**src/logic/ucn_pkg.sv**
```systemverilog
package ucn_pkg;
	// ----------------------------------------
	// control pin levels and sequencer states
	// ----------------------------------------
	typedef enum logic [1:0] {LVL_LOW, LVL_MID, LVL_HIGH, LVL_PROG} ucn_level_t;
	typedef enum logic [1:0] {ST_LOAD, ST_RUN, ST_PROG} ucn_state_t;

	// ----------------------------------------
	// counter
	// ----------------------------------------
	localparam int CODE_W = 8;
	localparam logic [CODE_W-1:0] CODE_MIN = 8'h00;
	localparam logic [CODE_W-1:0] CODE_MAX = 8'hFF;
	localparam logic [CODE_W-1:0] CODE_FACTORY = 8'h80;

	// ----------------------------------------
	// timing, clk_sys period in ns
	// ----------------------------------------
	localparam int CLK_PERIOD_NS = 100;
	localparam int REJ_US = 20;
	localparam int PROG_HOLD_US = 200;
	localparam int RECALL_MS = 10;
	localparam int PROG_MS = 100;
	// rejection is a longest time: round down
	localparam int REJ_CYC = (REJ_US * 1000) / CLK_PERIOD_NS;
	// programming hold is a least time: round up
	localparam int PROG_HOLD_CYC = (PROG_HOLD_US * 1000 + CLK_PERIOD_NS - 1) / CLK_PERIOD_NS;
	localparam int RECALL_CYC_DFLT = (RECALL_MS * 1000000) / CLK_PERIOD_NS;
	localparam int PROG_CYC_DFLT = (PROG_MS * 1000000) / CLK_PERIOD_NS;
	localparam int FILT_W = 12;
	localparam int TMR_W = 24;
endpackage

```
**src/logic/ucn_ctl_if.sv**
```systemverilog
`timescale 1ns/1ns
interface ucn_ctl_if;
	import ucn_pkg::*;
	ucn_level_t level;
	logic prog_req;
	modport filt (output level, output prog_req);
	modport core (input level, input prog_req);
endinterface

```
**src/logic/ucn_ctl_filter.sv**
```systemverilog
`timescale 1ns/1ns
module ucn_ctl_filter (
	input wire logic clk_sys,
	input wire logic arst_n,
	input wire logic ctl_over_high,
	input wire logic ctl_under_low,
	input wire logic ctl_over_prog,
	ucn_ctl_if.filt ctl
);
	import ucn_pkg::*;

	typedef struct packed {
		ucn_level_t cand;
		logic [FILT_W-1:0] stable;
		ucn_level_t level;
		logic [FILT_W-1:0] prog_cnt;
		logic prog_req;
	} ucn_filt_t;

	localparam ucn_filt_t FILT_RST = '{cand: LVL_MID, stable: '0, level: LVL_MID, prog_cnt: '0, prog_req: 1'b0};
	localparam logic [FILT_W-1:0] REJ_LAST = FILT_W'(REJ_CYC);
	localparam logic [FILT_W-1:0] HOLD_LAST = FILT_W'(PROG_HOLD_CYC);

	ucn_filt_t s_r;
	ucn_filt_t s_nxt;
	ucn_level_t raw;

	// ----------------------------------------
	// level classification
	// ----------------------------------------
	function automatic ucn_level_t classify(input logic over_prog, input logic over_high, input logic under_low);
		if (over_prog) begin
			return LVL_PROG;
		end else if (over_high) begin
			return LVL_HIGH;
		end else if (under_low) begin
			return LVL_LOW;
		end
		return LVL_MID;
	endfunction

	always_comb begin
		raw = classify(ctl_over_prog, ctl_over_high, ctl_under_low);
		s_nxt = s_r;
		s_nxt.prog_req = 1'b0;
		// a level must stand past the reject window before it is seen
		if (raw != s_r.cand) begin
			s_nxt.cand = raw;
			s_nxt.stable = '0;
		end else if (s_r.stable != REJ_LAST) begin
			s_nxt.stable = s_r.stable + 1'b1;
		end else begin
			s_nxt.level = s_r.cand;
		end
		// program request: raised on the sample that completes the hold time
		if (raw != LVL_PROG) begin
			s_nxt.prog_cnt = '0;
		end else if (s_r.prog_cnt != HOLD_LAST) begin
			s_nxt.prog_cnt = s_r.prog_cnt + 1'b1;
			s_nxt.prog_req = (s_r.prog_cnt + 1'b1) == HOLD_LAST;
		end
	end

	always_ff @(posedge clk_sys or negedge arst_n) begin
		if (!arst_n) begin
			s_r <= FILT_RST;
		end else begin
			s_r <= s_nxt;
		end
	end

	assign ctl.level = s_r.level;
	assign ctl.prog_req = s_r.prog_req;
endmodule

```
**src/logic/ucn_core.sv**
```systemverilog
`timescale 1ns/1ns
// Contract
// high excursion returning to middle decrements
// low excursion returning to middle increments
// counter saturates at both ends, never wraps
// code 0 to 255, 0 highest output
// count only while count enable high
// undriven control pin biased to mid level
// excursions under 20 us are rejected
// first pulse ignored after enable or program
// enable falling reloads counter within 10 ms; a fall during a store write reloads only once the write ends
// partner keeps inputs steady during reload
// undriven count enable reads low
// over 4.9 V beyond 200 us requests store
// store write done within 100 ms
// store copies current counter value
// power-up loads counter from store
// store holds mid-scale from factory
// partner drops enable before power removal
// partner floats pin, grounds enable to lock
// partner holds count excursions 200 us
// partner spaces pulses at least 10 us
// partner waits 50 us after enable rise
// programming level never counts up or down
// counter drives output converter continuously
module ucn_core #(
	parameter int unsigned RECALL_CYC = ucn_pkg::RECALL_CYC_DFLT,
	parameter int unsigned PROG_CYC = ucn_pkg::PROG_CYC_DFLT
) (
	input wire logic clk_sys,
	input wire logic arst_n,
	input wire logic count_enable,
	input wire logic ctl_over_high,
	input wire logic ctl_under_low,
	input wire logic ctl_over_prog,
	output logic [ucn_pkg::CODE_W-1:0] dcp_code,
	output logic nv_busy,
	output logic ctl_mid_bias_en,
	output logic ce_pulldown_en
);
	import ucn_pkg::*;

	// ----------------------------------------
	// state
	// ----------------------------------------
	typedef struct packed {
		ucn_state_t st;
		logic [CODE_W-1:0] code;
		logic [CODE_W-1:0] store;
		logic [TMR_W-1:0] timer;
		logic ignore;
		ucn_level_t exc;
		logic ce_q;
		logic busy;
	} ucn_core_t;

	// ----------------------------------------
	// reset values and timing
	// ----------------------------------------
	// store reset models the factory contents; a real part keeps it across power
	localparam ucn_core_t CORE_RST = '{
		st: ST_LOAD,
		code: CODE_FACTORY,
		store: CODE_FACTORY,
		timer: '0,
		ignore: 1'b1,
		exc: LVL_MID,
		ce_q: 1'b0,
		busy: 1'b1
	};

	// prog request arrives after the hold, so the write gets the rest of the budget
	localparam logic [TMR_W-1:0] RECALL_LAST = TMR_W'(RECALL_CYC - 1);
	localparam logic [TMR_W-1:0] PROG_LAST = TMR_W'(PROG_CYC - PROG_HOLD_CYC - 1);

	ucn_core_t s_r;
	ucn_core_t s_nxt;

	// edge and pulse decodes, read by the sequencer
	logic ce_rise;
	logic ce_fall;
	logic pulse_end;

	// ----------------------------------------
	// control level filter
	// ----------------------------------------
	ucn_ctl_if ctl_bus ();

	ucn_ctl_filter u_filter (
		.clk_sys(clk_sys),
		.arst_n(arst_n),
		.ctl_over_high(ctl_over_high),
		.ctl_under_low(ctl_under_low),
		.ctl_over_prog(ctl_over_prog),
		.ctl(ctl_bus.filt)
	);

	// ----------------------------------------
	// saturating step
	// ----------------------------------------
	function automatic logic [CODE_W-1:0] step(input logic [CODE_W-1:0] v, input logic up);
		if (up) begin
			return (v == CODE_MAX) ? v : v + 1'b1;
		end
		return (v == CODE_MIN) ? v : v - 1'b1;
	endfunction

	// only a swing out to one rail and back is a pulse
	function automatic logic is_rail(input ucn_level_t l);
		return (l == LVL_HIGH) || (l == LVL_LOW);
	endfunction

	// ----------------------------------------
	// enable edges and pulse end
	// ----------------------------------------
	assign ce_rise = !s_r.ce_q && count_enable;
	assign ce_fall = s_r.ce_q && !count_enable;
	assign pulse_end = (ctl_bus.level == LVL_MID) && is_rail(s_r.exc);

	// ----------------------------------------
	// sequencer
	// ----------------------------------------
	always_comb begin
		s_nxt = s_r;
		s_nxt.ce_q = count_enable;
		case (s_r.st)
			ST_LOAD: begin
				// the counter is untouched until the full reload time has passed
				s_nxt.busy = 1'b1;
				s_nxt.timer = s_r.timer + 1'b1;
				if (s_r.timer == RECALL_LAST) begin
					s_nxt.code = s_r.store;
					s_nxt.st = ST_RUN;
					s_nxt.busy = 1'b0;
					s_nxt.timer = '0;
					s_nxt.ignore = 1'b1;
					s_nxt.exc = LVL_MID;
				end
			end
			ST_RUN: begin
				// an enable fall beats a pulse ending in the same cycle
				if (ce_fall) begin
					s_nxt.st = ST_LOAD;
					s_nxt.busy = 1'b1;
					s_nxt.timer = '0;
				end else if (ce_rise) begin
					s_nxt.ignore = 1'b1;
					s_nxt.exc = LVL_MID;
				end else if (count_enable) begin
					// the write takes the counter as it stands now
					if (ctl_bus.prog_req) begin
						s_nxt.st = ST_PROG;
						s_nxt.busy = 1'b1;
						s_nxt.timer = '0;
						s_nxt.exc = LVL_PROG;
					end else begin
						case (ctl_bus.level)
							LVL_MID: begin
								if (pulse_end) begin
									if (s_r.ignore) begin
										s_nxt.ignore = 1'b0;
									end else begin
										s_nxt.code = step(s_r.code, s_r.exc == LVL_LOW);
									end
								end
								s_nxt.exc = LVL_MID;
							end
							LVL_HIGH, LVL_LOW: begin
								// a direct swing between rails is not a clean pulse
								if (s_r.exc == LVL_MID) begin
									s_nxt.exc = ctl_bus.level;
								end else if (is_rail(s_r.exc) && s_r.exc != ctl_bus.level) begin
									s_nxt.exc = LVL_PROG;
								end
							end
							default: begin
								s_nxt.exc = LVL_PROG;
							end
						endcase
					end
				end
			end
			ST_PROG: begin
				// counter frozen while the write runs
				// an enable fall during the write reloads only after it
				s_nxt.timer = s_r.timer + 1'b1;
				if (s_r.timer == PROG_LAST) begin
					s_nxt.store = s_r.code;
					s_nxt.timer = '0;
					s_nxt.ignore = 1'b1;
					s_nxt.exc = LVL_PROG;
					s_nxt.st = count_enable ? ST_RUN : ST_LOAD;
					s_nxt.busy = !count_enable;
				end
			end
			default: begin
				s_nxt = CORE_RST;
			end
		endcase
	end

	// ----------------------------------------
	// state register
	// ----------------------------------------
	always_ff @(posedge clk_sys or negedge arst_n) begin
		if (!arst_n) begin
			s_r <= CORE_RST;
		end else begin
			s_r <= s_nxt;
		end
	end

	// ----------------------------------------
	// outputs
	// ----------------------------------------
	// code comes straight from flip-flops, so no glitch reaches the converter
	assign dcp_code = s_r.code;
	assign nv_busy = s_r.busy;
	// bias stays on with counting off, so a floated pin rests at mid
	assign ctl_mid_bias_en = 1'b1;
	// the pulldown is what locks the setting when the enable pin is left open
	assign ce_pulldown_en = 1'b1;
endmodule

```
**config.mk**
```make
export PLATFORM = sky130hd
export DESIGN_NAME = ucn_core
export DESIGN_NICKNAME = d
export VERILOG_FILES = /design/src/logic/ucn_pkg.sv /design/src/logic/ucn_ctl_if.sv /design/src/logic/ucn_ctl_filter.sv /design/src/logic/ucn_core.sv
export SDC_FILE = /design/constraint.sdc
export NUM_CORES = 1
export LEC_CHECK = 0
export BUFFER_PORTS_ARGS = -buffer_cell sky130_fd_sc_hd__buf_2
export CELL_PAD_IN_SITES_DETAIL_PLACEMENT = 1
export CELL_PAD_IN_SITES_GLOBAL_PLACEMENT = 2
export CORE_MARGIN = 3
export CORE_UTILIZATION = 36
export CTS_BUF_LIST = sky130_fd_sc_hd__clkbuf_8 sky130_fd_sc_hd__clkbuf_16
export CTS_CLUSTER_DIAMETER = 30
export CTS_CLUSTER_SIZE = 24
export DETAILED_ROUTE_END_ITERATION = 7
export GPL_ROUTABILITY_DRIVEN = 0
export PLACE_DENSITY = 0.86
export SLEW_MARGIN = 20
export SYNTH_ARGS = -nofsm -noshare
export SYNTH_HDL_FRONTEND = slang
export SYNTH_HIERARCHICAL = 1
export SYNTH_SLANG_ARGS = --single-unit
```
**constraint.sdc**
```tcl
create_clock -name clk_sys -period 2.4 [get_ports clk_sys]
set_input_delay 0.48 -clock clk_sys [delete_from_list [all_inputs] [get_ports clk_sys]]
set_output_delay 0.48 -clock clk_sys [all_outputs]
set_load 0.02 [all_outputs]
```
==> results by group <==
Synth
  • Post-Synthesis Cell Area: 4400 sq um
  • Cell count after synthesis: 452
  • Ys Warns: 6
  • Sequential share of the synthesized area: 0.434
  • Most used DFF post-synth: dfrtp_1
  • Top cells by area, synth: dfrtp_1, xnor2_1, dfstp_2
  • Seq cells post-synth: 76
  • Async SR Flop Fraction: 1.00
  • Number of enable flip-flop cells after synthesis: 0
  • Unique masters post-synth: 64
  • Syn avg cell area: 9.74 sq um
  • Synth top area share: 0.392
  • Cell taking the most area after synthesis: dfrtp_1

Pwr
  • Switching share of power: 0.242
  • Leakage: 2.13 nW
  • VDD IR max: 0.000483 V
  • Flop pwr share: 0.485
  • P per Cell Area: 547 nW/um^2
  • P_int: 2.05 mW
  • Clock power share: 0.477
  • NetSw: 0.655 mW
  • Comb power frac: 0.038

Die
  • Die Y: 117 um
  • I/O Pins: 17
  • Die Wd: 117 um
  • Die ar.: 13600 sq um
  • Initial core utilization: 0.377
  • CORE AREA: 11700 sq um
  • FP Rows: 39

Placement
  • DP Wirelength: 7.36 mm
  • Placed cell area: 4610 sq um
  • Number of I/O port buffers: 14

Drt
  • Drt drc: 0
  • Vias/cell: 5.49
  • Post-Route WL: 10.4 mm
  • DR iter-0 viols: 143
  • Wire per inst: 16.9 um
  • Post-route ant nets: 0
  • First drt pass iteration count: 4
  • Total number of vias: 3380

Critical path
  • Critical Path Start Type: register
  • Register-to-Register Path Depth: 10
  • Kind of critical path: reg -> reg
  • Critical path peak fanout: 4
  • Kind of end point of the critical path: register
  • CP arrival: 2560 ps
  • Crit path required time: 2670 ps

Timing
  • Final Skew: 7.78 ps
  • Min cycle time layout: 2280 ps
  • Highest clock rate: 0.438 GHz
  • Hold slack final: 88.2 ps
  • Slew Viols, Final: 0
  • Slew headroom: 0.439
  • Setup Viol. Count Final: 0
  • Tcrit/Tclk final: 0.951
  • Hold Vio Cnt, Final: 0
  • Worst-Margin Slew: 836 ps
  • RSZ-0062 raised after global routing: false

Global routing
  • Met1 GRT Util: 0.221
  • Largest net degree at the start of global routing: 35
  • Met3 usage: 0.0326
  • Initial antenna violation count: 0
  • Vias in the first global route: 3498
  • GR peak layer: met2
  • First-pass GRT wire length: 17.7 mm
  • GR Util met2: 0.269
  • GRT Overall Usage: 0.166
  • GR Overflow Total: 0

Flow run
  • Max-cap viol count: 0

Outcome
  • Status: completed

Layout
  • Layout cells sized above 1: 0.180
  • Commonest non-fill, non-tap cell in the layout: dfrtp_1
  • Nets: 486
  • Post-route cell area: 4950 sq um
  • Commonest cells after routing, fill and taps aside: dfrtp_1, nor2_1, xnor2_1
  • ANT cells: 0
  • P&R area growth vs syn: 12.5%

CTS
  • Clk root buf: clkbuf_16
  • CTS Hold Bufs: 0
  • Clock transition at path regs: 70 ps
  • H-tree Lvls: 3
  • TritonCTS sink count: 76
  • Total CTS buffers: 9
  • CTS tree: yes
  • Maximum root-to-sink buffer count: 2
  • Clock latency on the worst-skew pair: 340 ps

Hold path
  • Worst hold-check path type: in -> async
repair_timing:
| action | CTS | global route |
|---|---|---|
| gates resized for setup | 1 | 9 |
| cloned | 0 | 0 |
| pin swaps | 0 | 2 |
| setup endpoints to repair | 1 | 14 |
| buffers inserted | 0 | 2 |
cell families after synthesis:
group,Yosys count,share of synthesized area
XOR/XNOR,48,0.0955
AO/OA/AOI/OAI,70,0.111
AND/OR/NAND/NOR,187,0.238
flip-flops,76,0.434
buffers and inverters,46,0.0574
other,1,0.000852
adder cells (fa/ha/maj),12,0.0341
multiplexers,12,0.0287
worst max-delay path: stages (launching register included):
cell and delay, ps:
dfstp_2 560, nor2_4 50, inv_2 90, buf_4 140, ha_2 300, a21oi_2 160
nor2b_1 70, a311o_1 350, xnor2_2 160, o21ba_1 180, o21a_1 160
sequential cells by signal (all words and copies together) (netlist names):
name	count
u_filter/ctl.level	2
s_r	38
u_filter/ctl.prog_req	1
dcp_code	8
u_filter/s_r	26
nv_busy	1
power groups by stage:
| stage | registers (mW) | logic [mW] | clock network [mW] |
|---|---|---|---|
| after floorplan | 1.33 | 0.0589 | 0 |
| after global placement | 1.33 | 0.102 | 0 |
| after detailed placement | 1.33 | 0.107 | 0 |
| after CTS | 1.31 | 0.107 | 1.33 |
| after global routing | 1.31 | 0.119 | 1.39 |
| final | 1.31 | 0.102 | 1.29 |
final timing paths:
kind,from,end,slack [ps]
max,s_r[2]$_DFFE_PN1P_,dcp_code[7]$_DFFE_PN1P_,120
min,arst_n,s_r[25]$_DFFE_PN0P_,90
max reg2reg,s_r[2]$_DFFE_PN1P_,dcp_code[7]$_DFFE_PN1P_,120
min reg2reg,s_r[36]$_DFFE_PN1P_,s_r[36]$_DFFE_PN1P_,490
max in group asynchronous,arst_n,s_r[36]$_DFFE_PN1P_,1620
min in group clk_sys,ctl_under_low,u_filter/s_r[27]$_DFFE_PN1N_,330
per-stage QoR:
step,total power [mW],setup slack (ps),cells,TNS (ps),utilization
5_1_grt,2.82,24.7,616,0,0.425
6_report,2.71,117,616,0,0.425
3_5_place_dp,1.44,-7.88,598,-7.88,0.395
3_3_place_gp,1.44,83.1,598,0,0.395
4_1_cts,2.75,15.7,614,0,0.419
2_1_floorplan,1.39,22.2,453,0,-
layout make-up:
cell class | instances | area [sq um]
clock buffer | 10 | 239
clock inverter | 6 | 38.8
fill | 1309 | 6710
inverter | 18 | 67.6
multi-input combinational | 331 | 2290
sequential | 76 | 1910
tap | 143 | 179
timing repair buffer | 32 | 220
cell usage after synthesis, drive strengths merged, types with 12 or more instances:
master and count:
a21oi 18, and3 14, buf 21, dfrtp 69, ha 12, inv 18, nand2 29, nand3 22
nor2 49, o21ai 13, xnor2 31, xor2 17
per-layer routing:
layer | routed length, um | vias to the layer above | share of wire
li1 | - | 1605 | -
met5 | 0 | - | 0
met2 | 5080 | 35 | 0.49
met4 | 135 | 0 | 0.013
met3 | 276 | 12 | 0.027
met1 | 4920 | 1728 | 0.47
Note: power is estimated with default switching activity, not from simulation.
